`config.mk`:
```
export PLATFORM = sky130hd
export DESIGN_NAME = recovered_clock_select_squelch
export DESIGN_NICKNAME = d
export VERILOG_FILES = /design/src/shared/recovered_clock_pkg.sv /design/src/verilog/recovered_channel.sv /design/src/verilog/recovered_clock_select_squelch.sv
export VERILOG_INCLUDE_DIRS = /design/src /design/src/shared
export SDC_FILE = /design/constraint.sdc
export NUM_CORES = 1
export LEC_CHECK = 0
export ABC_CLOCK_PERIOD_IN_PS = 10780
export BUFFER_PORTS_ARGS = -buffer_cell sky130_fd_sc_hd__buf_2
export CORE_UTILIZATION = 24
export CTS_CLUSTER_SIZE = 25
export DETAILED_ROUTE_END_ITERATION = 16
export PLACE_DENSITY = 0.42
export SYNTH_ARGS = -nofsm -noshare
export SYNTH_HDL_FRONTEND = slang
export SYNTH_SLANG_ARGS = --single-unit
```
`constraint.sdc`:
```
create_clock -name clk -period 10.78 [get_ports clk]
set_input_delay 0.539 -clock clk [delete_from_list [all_inputs] [get_ports clk]]
set_output_delay 0.539 -clock clk [all_outputs]
set_load 0.02 [all_outputs]
```
`src/shared/recovered_clock_map.svh`:
```
// Address map, field positions, source codes and divider codes of the
// recovered clock selector. Included by every design file that needs them.
// How it works
// [RULE_01] Eight channels; channels 0-3 drive pins, channels 4-7 feed timing recovery.
// [RULE_02] Each channel divides its source by 1, 2, 4, 5, 8, 16 or 25.
// [RULE_03] Software uses divider code 6 (125 MHz) only on channels 4-7.
// [RULE_04] Software uses divider code 1 (31.25 MHz); only choice on pin channels.
// [RULE_05] Any 10/100/1000 Mbps stream recovers; 2.5 Gbps only on ports 5 and 6.
// [RULE_06] Copper PHY source value equals PHY index; channel enable must be 1.
// [RULE_07] Software sets PHY control enable, source, frequency and select bits to 1/index.
// [RULE_08] SerDes lanes 0 to 6 are selected by lane index plus 4.
// [RULE_09] Source 12 picks the first PLL, source 21 the second PLL.
// [RULE_10] Pin channels 0-3 are an alternate function of general-purpose pins.
// [RULE_11] PLL clocks leave on two high-speed outputs; select field copies core.
// [RULE_12] A channel squelches automatically when its selected source loses signal; the code never squelches PHY sources 0-1.
// [RULE_13] Sources 4-8 squelch under the 1G macro enable at index source minus 4.
// [RULE_14] Sources 9-10 squelch under the 6G macro enable at index source minus 9.
// [RULE_15] Source 12 squelches on first PLL lock loss when PLL config 0 enables.
// [RULE_16] Source 21 squelches on second PLL lock loss when PLL config 1 enables.
// [RULE_17] A squelched output stops, held static high or low, while loss lasts.
// [RULE_18] On recovery the channel restarts cleanly, with no runt pulses.
`ifndef RECOVERED_CLOCK_MAP_SVH
`define RECOVERED_CLOCK_MAP_SVH

`define NUM_CHANNELS 8
`define NUM_PIN_CHANNELS 4

// Register byte addresses
`define CH_CFG_REGION 3'h0
`define PLL_CFG0_OFFSET 8'h20
`define PLL_CFG1_OFFSET 8'h24
`define HS_OUT_CFG_OFFSET 8'h28
`define ONE_GIG_CFG_OFFSET 8'h2C
`define SIX_GIG_CFG_OFFSET 8'h30
`define PHY_CTRL0_OFFSET 8'h34
`define PHY_CTRL1_OFFSET 8'h38
`define GPIO_CFG_OFFSET 8'h3C
`define STATUS_OFFSET 8'h40

// Field positions
`define CH_ENABLE_BIT 0
`define CH_DIV_LSB 1
`define CH_DIV_MSB 3
`define CH_SRC_LSB 4
`define CH_SRC_MSB 8
`define HS_A_LSB 0
`define HS_B_LSB 2
`define GPIO_ALT_LSB 0
`define GPIO_DATA_LSB 8
`define GPIO_DIR_LSB 16
`define ST_SQUELCH_LSB 0
`define ST_LEVEL_LSB 8
`define ST_ONE_LOST_LSB 16
`define ST_SIX_LOST_LSB 21
`define ST_LOCK_LSB 23

// Source select codes
`define SRC_PHY_LAST 5'h01
`define SRC_ONE_GIG_FIRST 5'h04
`define SRC_ONE_GIG_LAST 5'h08
`define SRC_SIX_GIG_FIRST 5'h09
`define SRC_SIX_GIG_LAST 5'h0A
`define SRC_PLL_FIRST 5'h0C
`define SRC_PLL_SECOND 5'h15

// Divider codes and divisors
`define DIV_CODE_BY2 3'h0
`define DIV_CODE_BY4 3'h1
`define DIV_CODE_BY5 3'h2
`define DIV_CODE_BY8 3'h3
`define DIV_CODE_BY16 3'h4
`define DIV_CODE_BY25 3'h5
`define DIV_CODE_BY1 3'h6

`endif

```
`src/shared/recovered_clock_pkg.sv`:
```
// Types shared by the recovered clock selector and its channel module.
// Assumes eight channels and four pin channels, as in the map header; widths are literals here.
package recovered_clock_pkg;

    typedef struct packed {
        logic [4:0] source;
        logic [2:0] divider;
        logic enable;
    } channel_cfg_t;

    typedef struct packed {
        logic select_bit;
        logic frequency_select;
        logic source_select;
        logic enable;
    } phy_ctrl_t;

    typedef enum logic [1:0] {
        HS_OFF,
        HS_CORE_COPY,
        HS_PLL_DIRECT
    } hs_select_t;

    typedef struct packed {
        logic prev;
        logic running;
        logic [4:0] count;
        logic out;
        logic squelched;
    } channel_state_t;

    typedef struct packed {
        channel_cfg_t [7:0] chan;
        logic [1:0] pll_squelch_en;
        logic [1:0] hs_sel_a;
        logic [1:0] hs_sel_b;
        logic [4:0] one_gig_squelch_en;
        logic [1:0] six_gig_squelch_en;
        phy_ctrl_t [1:0] phy;
        logic [3:0] gpio_alt;
        logic [3:0] gpio_data;
        logic [3:0] gpio_dir;
        logic [19:0] sync1;
        logic [19:0] sync2;
        logic core_toggle;
        logic hs_out_a;
        logic hs_out_b;
        logic [3:0] pin_out;
        logic [3:0] pin_oe;
        logic [3:0] internal_clk;
        logic [31:0] rdata;
    } selector_state_t;

endpackage

```
`src/verilog/recovered_channel.sv`:
```
// One recovered clock channel: divider, enable and squelch hold.
// Assumes the source level is already synchronised to clk.
`timescale 1ns/10ps
`include "recovered_clock_map.svh"

module recovered_channel
    import recovered_clock_pkg::*;
(
    input wire logic clk,
    input wire logic rst,
    input wire logic enable,
    input wire logic [2:0] divider_code,
    input wire logic source_level,
    input wire logic source_valid,
    input wire logic squelch,
    output logic clock_out,
    output logic squelched
);

    channel_state_t s;
    channel_state_t n;
    logic [4:0] divisor;
    logic [4:0] half;
    logic rise;

    always_comb begin
        unique case (divider_code)
            `DIV_CODE_BY2: divisor = 5'h02; // [RULE_02]
            `DIV_CODE_BY4: divisor = 5'h04;
            `DIV_CODE_BY5: divisor = 5'h05;
            `DIV_CODE_BY8: divisor = 5'h08;
            `DIV_CODE_BY16: divisor = 5'h10;
            `DIV_CODE_BY25: divisor = 5'h19;
            default: divisor = 5'h01;
        endcase
    end

    assign half = divisor >> 1;
    assign rise = source_level & ~s.prev;

    always_comb begin
        n = s;
        n.prev = source_level;
        n.squelched = enable & source_valid & squelch;
        if (!enable || !source_valid) begin
            // [RULE_06]
            n.running = 1'b0;
            n.count = 5'h00;
            n.out = 1'b0;
        end else if (squelch) begin
            // Output frozen at whatever level it had [RULE_17]
            n.running = 1'b0;
            n.count = 5'h00;
        end else if (divisor == 5'h01) begin
            // Follow only from a rising edge so a resume never cuts a high phase [RULE_18]
            if (rise) begin
                n.running = 1'b1;
            end
            if (rise || s.running) begin
                n.out = source_level;
            end
        end else if (rise) begin
            // Count restarts at zero after squelch, so the first phase is whole [RULE_18]
            n.running = 1'b1;
            n.out = (s.count < half);
            n.count = (s.count >= divisor - 5'h01) ? 5'h00 : s.count + 5'h01;
        end
    end

    always_ff @(posedge clk or posedge rst) begin
        if (rst) begin
            s <= '0;
        end else begin
            s <= n;
        end
    end

    assign clock_out = s.out;
    assign squelched = s.squelched;

endmodule

```
`src/verilog/recovered_clock_select_squelch.sv`:
```
// Recovered clock selection, division and automatic squelch for eight
// channels, plus GPIO overlay and the two high-speed PLL outputs.
// Assumes source clocks and status lines are asynchronous to clk and a
// register master using the plain one-cycle strobe port.
`timescale 1ns/10ps
`include "recovered_clock_map.svh"

module recovered_clock_select_squelch
    import recovered_clock_pkg::*;
(
    input wire logic clk,
    input wire logic rst,
    input wire logic [7:0] addr,
    input wire logic [31:0] wdata,
    input wire logic wr_strobe,
    input wire logic rd_strobe,
    output logic [31:0] rdata,
    input wire logic [1:0] phy_rx_clock,
    input wire logic [4:0] one_gig_rx_clock,
    input wire logic [1:0] six_gig_rx_clock,
    input wire logic [1:0] pll_clock,
    input wire logic [4:0] one_gig_signal_lost,
    input wire logic [1:0] six_gig_signal_lost,
    input wire logic [1:0] pll_locked,
    output logic [3:0] recovered_clock_out_pin_out,
    output logic [3:0] recovered_clock_out_pin_oe,
    output logic [3:0] timing_recovery_clock,
    output logic pll_high_speed_out,
    output logic second_pll_high_speed_out
);

    selector_state_t s;
    selector_state_t n;

    // Synchronised copies, read only from the second stage
    logic [1:0] lock_s;
    logic [1:0] six_lost_s;
    logic [4:0] one_lost_s;
    logic [1:0] pll_clk_s;
    logic [1:0] six_clk_s;
    logic [4:0] one_clk_s;
    logic [1:0] phy_clk_s;

    logic [7:0] chan_clk;
    logic [7:0] chan_squelched;

    assign {lock_s, six_lost_s, one_lost_s, pll_clk_s, six_clk_s, one_clk_s, phy_clk_s} = s.sync2;

    // Per-channel source multiplexer and squelch decision
    for (genvar c = 0; c < `NUM_CHANNELS; c++) begin : g_chan
        logic [4:0] src;
        logic [4:0] one_idx;
        logic [4:0] six_idx;
        logic level;
        logic valid;
        logic squelch;

        assign src = s.chan[c].source;
        assign one_idx = src - `SRC_ONE_GIG_FIRST;
        assign six_idx = src - `SRC_SIX_GIG_FIRST;

        always_comb begin
            level = 1'b0;
            valid = 1'b0;
            squelch = 1'b0;
            if (src <= `SRC_PHY_LAST) begin
                // Copper PHY passes its clock only once its own control is set [RULE_06] [RULE_07]
                valid = s.phy[src[0]].enable & s.phy[src[0]].select_bit;
                level = phy_clk_s[src[0]];
            end else if (src >= `SRC_ONE_GIG_FIRST && src <= `SRC_ONE_GIG_LAST) begin
                // [RULE_08]
                valid = 1'b1;
                level = one_clk_s[one_idx[2:0]];
                // [RULE_12] [RULE_13]
                squelch = s.one_gig_squelch_en[one_idx[2:0]] & one_lost_s[one_idx[2:0]];
            end else if (src >= `SRC_SIX_GIG_FIRST && src <= `SRC_SIX_GIG_LAST) begin
                // 2.5 Gbps lanes sit only here [RULE_05] [RULE_08]
                valid = 1'b1;
                level = six_clk_s[six_idx[0]];
                // [RULE_12] [RULE_14]
                squelch = s.six_gig_squelch_en[six_idx[0]] & six_lost_s[six_idx[0]];
            end else if (src == `SRC_PLL_FIRST) begin
                // [RULE_09]
                valid = 1'b1;
                level = pll_clk_s[0];
                squelch = s.pll_squelch_en[0] & ~lock_s[0]; // [RULE_15]
            end else if (src == `SRC_PLL_SECOND) begin
                // [RULE_09]
                valid = 1'b1;
                level = pll_clk_s[1];
                squelch = s.pll_squelch_en[1] & ~lock_s[1]; // [RULE_16]
            end
        end

        recovered_channel u_channel (
            .clk(clk),
            .rst(rst),
            .enable(s.chan[c].enable),
            .divider_code(s.chan[c].divider),
            .source_level(level),
            .source_valid(valid),
            .squelch(squelch),
            .clock_out(chan_clk[c]),
            .squelched(chan_squelched[c])
        );
    end

    // Register write decode, output muxing and read data
    always_comb begin
        n = s;

        n.sync1 = {pll_locked, six_gig_signal_lost, one_gig_signal_lost,
                   pll_clock, six_gig_rx_clock, one_gig_rx_clock, phy_rx_clock};
        n.sync2 = s.sync1;

        // Stands in for the core clock at half the system rate
        n.core_toggle = ~s.core_toggle;

        if (wr_strobe) begin
            if (addr[7:5] == `CH_CFG_REGION && addr[1:0] == 2'h0) begin
                n.chan[addr[4:2]].enable = wdata[`CH_ENABLE_BIT];
                n.chan[addr[4:2]].divider = wdata[`CH_DIV_MSB:`CH_DIV_LSB];
                n.chan[addr[4:2]].source = wdata[`CH_SRC_MSB:`CH_SRC_LSB];
            end else begin
                case (addr)
                    `PLL_CFG0_OFFSET: n.pll_squelch_en[0] = wdata[0];
                    `PLL_CFG1_OFFSET: n.pll_squelch_en[1] = wdata[0];
                    `HS_OUT_CFG_OFFSET: begin
                        n.hs_sel_a = wdata[`HS_A_LSB +: 2];
                        n.hs_sel_b = wdata[`HS_B_LSB +: 2];
                    end
                    `ONE_GIG_CFG_OFFSET: n.one_gig_squelch_en = wdata[4:0];
                    `SIX_GIG_CFG_OFFSET: n.six_gig_squelch_en = wdata[1:0];
                    `PHY_CTRL0_OFFSET: n.phy[0] = wdata[3:0];
                    `PHY_CTRL1_OFFSET: n.phy[1] = wdata[3:0];
                    `GPIO_CFG_OFFSET: begin
                        n.gpio_alt = wdata[`GPIO_ALT_LSB +: 4];
                        n.gpio_data = wdata[`GPIO_DATA_LSB +: 4];
                        n.gpio_dir = wdata[`GPIO_DIR_LSB +: 4];
                    end
                    default: ;
                endcase
            end
        end

        // Pin channels override the GPIO driver when their alternate function is on
        for (int p = 0; p < `NUM_PIN_CHANNELS; p++) begin
            n.pin_out[p] = s.gpio_alt[p] ? chan_clk[p] : s.gpio_data[p]; // [RULE_10] [RULE_01]
            n.pin_oe[p] = s.gpio_alt[p] | s.gpio_dir[p]; // [RULE_10]
        end

        // [RULE_01]
        n.internal_clk = chan_clk[7:4];

        // [RULE_11]
        unique case (hs_select_t'(s.hs_sel_a))
            HS_CORE_COPY: n.hs_out_a = s.core_toggle;
            HS_PLL_DIRECT: n.hs_out_a = pll_clk_s[0];
            default: n.hs_out_a = 1'b0;
        endcase
        unique case (hs_select_t'(s.hs_sel_b))
            HS_CORE_COPY: n.hs_out_b = s.core_toggle;
            HS_PLL_DIRECT: n.hs_out_b = pll_clk_s[1];
            default: n.hs_out_b = 1'b0;
        endcase

        // Read data stand only in the cycle after the strobe
        n.rdata = 32'h0000_0000;
        if (rd_strobe) begin
            if (addr[7:5] == `CH_CFG_REGION && addr[1:0] == 2'h0) begin
                n.rdata[`CH_ENABLE_BIT] = s.chan[addr[4:2]].enable;
                n.rdata[`CH_DIV_MSB:`CH_DIV_LSB] = s.chan[addr[4:2]].divider;
                n.rdata[`CH_SRC_MSB:`CH_SRC_LSB] = s.chan[addr[4:2]].source;
            end else begin
                case (addr)
                    `PLL_CFG0_OFFSET: n.rdata[0] = s.pll_squelch_en[0];
                    `PLL_CFG1_OFFSET: n.rdata[0] = s.pll_squelch_en[1];
                    `HS_OUT_CFG_OFFSET: begin
                        n.rdata[`HS_A_LSB +: 2] = s.hs_sel_a;
                        n.rdata[`HS_B_LSB +: 2] = s.hs_sel_b;
                    end
                    `ONE_GIG_CFG_OFFSET: n.rdata[4:0] = s.one_gig_squelch_en;
                    `SIX_GIG_CFG_OFFSET: n.rdata[1:0] = s.six_gig_squelch_en;
                    `PHY_CTRL0_OFFSET: n.rdata[3:0] = s.phy[0];
                    `PHY_CTRL1_OFFSET: n.rdata[3:0] = s.phy[1];
                    `GPIO_CFG_OFFSET: begin
                        n.rdata[`GPIO_ALT_LSB +: 4] = s.gpio_alt;
                        n.rdata[`GPIO_DATA_LSB +: 4] = s.gpio_data;
                        n.rdata[`GPIO_DIR_LSB +: 4] = s.gpio_dir;
                    end
                    `STATUS_OFFSET: begin
                        n.rdata[`ST_SQUELCH_LSB +: 8] = chan_squelched;
                        n.rdata[`ST_LEVEL_LSB +: 8] = chan_clk;
                        n.rdata[`ST_ONE_LOST_LSB +: 5] = one_lost_s;
                        n.rdata[`ST_SIX_LOST_LSB +: 2] = six_lost_s;
                        n.rdata[`ST_LOCK_LSB +: 2] = lock_s;
                    end
                    default: ;
                endcase
            end
        end
    end

    always_ff @(posedge clk or posedge rst) begin
        if (rst) begin
            s <= '0;
        end else begin
            s <= n;
        end
    end

    assign rdata = s.rdata;
    assign recovered_clock_out_pin_out = s.pin_out;
    assign recovered_clock_out_pin_oe = s.pin_oe;
    assign timing_recovery_clock = s.internal_clk;
    assign pll_high_speed_out = s.hs_out_a;
    assign second_pll_high_speed_out = s.hs_out_b;

endmodule
```
Yosys cells after proc, flatten, opt, wreduce, memory -nomap -nowiden --
Cells that the tools add are included.
Storage, ports and cells: input port bits 64, word-level logic and storage cells 837, register bits 257
Cells by class: eq/ne operators 101, reduce and logical (&&, ||, !) cells 101, bitwise logic cells 66, mux-type cells 365, add/subtract/negate cells 32, magnitude comparators 82
Operator list (number):
- 1-bit two-way mux | 253
- 5-bit one-hot mux with 6 select lines | 8
- 72-bit bitwise mux | 3
- 7-bit two-way mux | 16
- 5-bit two-way mux | 17
- 9-bit demux with 3-bit select | 3
- 5-bit by 4-bit less-or-equal comparator with 1-bit output (second input constant) | 16
- 1-bit binary-select mux with 3-bit select | 24
- 4-bit two-way mux | 18
- 8-bit by 6-bit == test with 1-bit output (second input constant) | 8
- 1-bit AND | 50
- 3-bit by 2-bit == test with 1-bit output (second input constant) | 16
- 3-bit == test (second input constant) | 16
- 6-bit two-way mux | 8
- 3-bit AND reduction | 16
- 3-bit nonzero test | 16
- 5-bit by 1-bit adder with 5-bit output (second input constant) | 8
- 5-bit by 1-bit == test with 1-bit output (second input constant) | 8
- 5-bit by 4-bit == test with 1-bit output (second input constant) | 8
- 5-bit == test (second input constant) | 8
- 5-bit by 3-bit greater-or-equal comparator with 1-bit output (second input constant) | 8
- 5-bit by 4-bit greater-or-equal comparator with 1-bit output (second input constant) | 8
- 5-bit greater-or-equal comparator | 8
- 5-bit by 1-bit less-or-equal comparator with 1-bit output (second input constant) | 8
- 32 further kinds | 195

Logic depth before layout (Yosys ltp) --
depth in word-level cells 12, depth in mapped cells 10, mapped depth without buffers 9

Cells and area by module --
Synthesis repeated with hierarchy kept, for this count alone.
Second synthesis, totals: cell total of the unflattened synthesis 1524, area, all modules 16014.1 um^2
Modules (own cells, without submodules):
- recovered_clock_select_squelch | area an instance 10050.9 um^2, sequential area each 4629.4 um^2, cells each 916, times used 1
- recovered_channel (g_chan[2].u_channel ...) | area an instance 744.5 um^2, sequential area each 225.2 um^2, cells each 76, times used 6
- recovered_channel (g_chan[0].u_channel ...) | area an instance 748.2 um^2, sequential area each 225.2 um^2, cells each 76, times used 2

Worst setup path before layout --
Ideal clock, no wire load.
path type input -> register, from input port addr[7], to register s (netlist bit g_chan[0].src[0]), buffers on the path 0, stages 5, arrival 2.535 ns, slack 8.120 ns, library setup time 0.125 ns, path through or3_1 nor3_1 nand3_1 nor3_2 mux2_2
Between the ends: longest elaborated chain between the ends 3
Ends and longest elaborated chain:
- from (decl) | line recovered_clock_select_squelch.sv:13 | input wire logic [7:0] addr,
- 3-bit logical NOT (no line)
- 1-bit logical AND | line recovered_clock_select_squelch.sv:120 | if (addr[7:5] == `CH_CFG_REGION && addr[1:0] == 2'h0) begin
- 2-bit AND reduction (no line)
- to (signal assigned) | line recovered_clock_select_squelch.sv:208 | s <= n;
- to (decl) | line recovered_clock_select_squelch.sv:32 | selector_state_t s;
Every way passes these cells. A chain may end at the register's enable or synchronous reset.

Worst setup path after layout --
from register s (netlist bit g_chan[3].src[0]), to register g_chan[3].u_channel.s[4] in the netlist's numbering
Between the ends: longest elaborated chain between the ends 10
Ends and longest elaborated chain:
- branches (longest 10 deep; another with 3-bit subtractor)
- to (signal assigned) | line recovered_channel.sv:74 | s <= n;
- to (decl) | line recovered_channel.sv:20 | channel_state_t s;
Several ways; the timed one is not identified. The select of a mux whose other input is x is not followed.

==> results.json <==
{
  "die_area_um2": 66600,
  "yosys-top-cells-area": "dfrtp_1, mux2_2, ha_1, mux4_2, a21oi_1",
  "hp-class": "in -> reg",
  "cp_max_fo": 17,
  "tns_ps": 0,
  "start_kind": "register",
  "cpMaxStageDelayCell": "dfrtp_1",
  "p_leak_nw": 7.73,
  "wl_um": 49300,
  "worstSetupEndpoint": "g_chan[3].u_channel.s[4]",
  "whs_ps": 94.1,
  "io_pins": 110,
  "status": "finished, final reports clean",
  "synthCells": 1565,
  "fillers": 6760,
  "hold_viol": 0,
  "reg2reg_slack_ps": 7610,
  "dominantRegCellSynth": "dfrtp_1",
  "dieWidth_um": 258,
  "multiInputGateArea_um2": 8510,
  "grt_max_degree": 145,
  "layout.area.seq_um2": 6430,
  "dr.pass1.iters": 5,
  "r2r_cells": 7,
  "setup_viol": 0,
  "synth_cell_type_count": 88,
  "startpoint": "g_chan[3].src[0]",
  "synthToLayoutAreaGrowth_pct": 13.9,
  "cts.clk_slew.worst_paths_ps": 60,
  "cts_tree": "done",
  "clk_path_buf_depth": 3,
  "grt_antenna_before_repair": 6,
  "p_switching_mw": 0.731,
  "switching_share": 0.273,
  "pwr-share-seq": 0.403,
  "slew_viol_final": 0,
  "crit_required_ps": 11220,
  "cts_root_buffer": "clkbuf_16",
  "cts_sinks": 257,
  "crit_arrival_ps": 3610,
  "final_core_util": 0.278,
  "htree_levels": 2,
  "syn_area_um2": 15700,
  "dp_slack_ps": 7500,
  "grt_pass1_wl_um": 76300,
  "crit_family": "compound AO/OA/AOI/OAI gates",
  "synth-edff-count": 0,
  "r2r_end": "g_chan[3].u_channel.s[4]",
  "tightest_slew_ps": 1030,
  "cp_cell_sequence": "or4b_1, a21oi_1, a2111oi_0, a211oi_2, nand3_1, or3b_1, a21boi_0",
  "path_buf_inv": 0,
  "fmax_ghz": 0.316,
  "drc": 0,
  "wl_per_cell_um": 20.1,
  "post_cts_buffers": 0,
  "power_density_nw_per_um2": 149,
  "grt_pass1_vias": 12000,
  "post-route-min-period_ps": 3170,
  "cts-resized-gates": 0,
  "fin_ws_ps": 7610,
  "reg2reg_from": "g_chan[3].src[0]",
  "die_y_um": 258,
  "ys_warn_count": 0,
  "power_mw": 2.68,
  "fp-row-count": 93,
  "drtIter0Drc": 798,
  "ant_nets": 0,
  "cp.depth": 7,
  "crit_path_max_incr_delay_ps": 630,
  "irDropWorstVdd_mv": 0.0852,
  "yosysTopAreaCellShare": 0.409,
  "core_area_um2": 64600,
  "clkPwrFrac": 0.473,
  "via_per_inst": 4.99,
  "synth-seq-cells": 257,
  "gr-usage-all-layers": 0.149,
  "combPwrFrac": 0.124,
  "avgSynthCellArea_um2": 10.1,
  "endpoint_kind": "register",
  "grt_overflow": 0,
  "cts_buffers": 34,
  "cts_hold_buf": 0,
  "skew_ps": 19.7,
  "dp_hpwl_um": 34000,
  "synth_area_leader_cell": "dfrtp_1",
  "p_int_mw": 1.95,
  "maxCapViolCount": 0,
  "period_share": 0.294,
  "fin_nets": 1715,
  "num_vias": 12200,
  "yosysSeqAreaShare": 0.409,
  "portBuffers": 86,
  "insertion_delay_ps": 550,
  "gp_congestion": 0.856,
  "synthArstFlopShare": 1.00,
  "rsz0062_at_grt": "false",
  "drive_above_1_share": 0.203,
  "relSlewSlack": 0.308,
  "worst-setup-path-type": "reg -> reg",
  "initial_utilization": 0.244
}
## state kept, by name, summed over array words and instances (netlist names), 8 cells and up
signal	count
g_chan.src	40
g_chan.u_channel.clock_out	8
g_chan.u_channel.s	56
g_chan.u_channel.squelched	8
n	20
rdata	25
s	70
## worst min-delay path by stage
stage                               end              startpoint  cells past startpoint  slack (ps)
after floorplan               lock_s[0]                   n[65]                      0         330
after global placement    one_lost_s[4]                   n[62]                      0         340
after detailed placement  one_lost_s[3]                   n[61]                      0         330
after CTS                         n[62]  one_gig_signal_lost[4]                      1          60
after global routing              n[48]         phy_rx_clock[1]                      1          70
final                             n[48]         phy_rx_clock[1]                      1          90
## per-stage QoR
step / cell area (µm²) / cells
finish: 17900 / 2447
global route: 17900 / 2447
CTS: 17900 / 2446
detailed placement: 16700 / 2386
global placement: 16700 / 2386
floorplan: 15800 / 1571
## worst register-to-register path, cell delays in order, from the launching register on
cell       delay (ps)
dfrtp_1           630
or4b_1            560
a21oi_1           430
a2111oi_0         200
a211oi_2          450
nand3_1           200
or3b_1            400
a21boi_0          190
## cells in the mapped netlist, drive strengths merged (20+ instances only)
cell type    n
a21o        20
a21oi       99
buf         55
clkbuf      78
dfrtp      257
ha          84
inv         44
mux2       113
mux2i       30
mux4        27
nand2      111
nand2b      65
nand3       46
nor2        94
nor2b       25
nor3        28
o21ai       69
xor2        25
## cell type report
type / instances / area share
antenna: 1 / 0.000140
inverter: 44 / 0.00963
clock buffer: 44 / 0.0541
sequential: 257 / 0.359
multi-input combinational: 1137 / 0.475
clock inverter: 16 / 0.0152
tap: 855 / 0.0597
timing repair buffer: 93 / 0.0276
## routing by layer
layer,part of all wire,global-route usage,up-vias
met5,0.0011,0,-
met4,0.032,0.0511,8
met3,0.056,0.0300,79
met2,0.44,0.227,300
met1,0.47,0.207,6121
li1,-,-,5693
## layout by cell type (no fill, tap or decap), types with 26 or more instances in the layout
cell type  instances
dfrtp_1          257
inv_1             43
nor2_1            91
mux2_2           113
nand2b_1          65
clkbuf_16         35
mux4_2            26
nand3_1           46
nand2_1          110
buf_2             86
ha_1              84
mux2i_1           30
a21oi_1           99
o21ai_0           69
## power groups by stage
| stage | combinational [mW] | clock (mW) | sequential, mW |
|---|---|---|---|
| after CTS | 0.335 | 1.31 | 1.08 |
| after global routing | 0.372 | 1.35 | 1.09 |
| after global placement | 0.331 | 0 | 1.09 |
| after floorplan | 0.281 | 0 | 1.04 |
| after detailed placement | 0.333 | 0 | 1.09 |
| final | 0.332 | 1.27 | 1.08 |
## logic make-up (layout without fill, tap and decap cells)
family                     count (synthesis)  in the layout  share of synthesized area
and+or+nand+nor                          502            502                      0.172
AOI/OAI and AO/OA                        342            342                      0.143
DFF                                      257            257                      0.409
buffers and inverters                    177            197                     0.0532
muxes                                    170            170                      0.139
adders and majority gates                 84             84                     0.0668
xor gates and xnor gates                  32             32                     0.0178
other                                      1              8                   0.000238
Power figures use the tool's default switching activity.
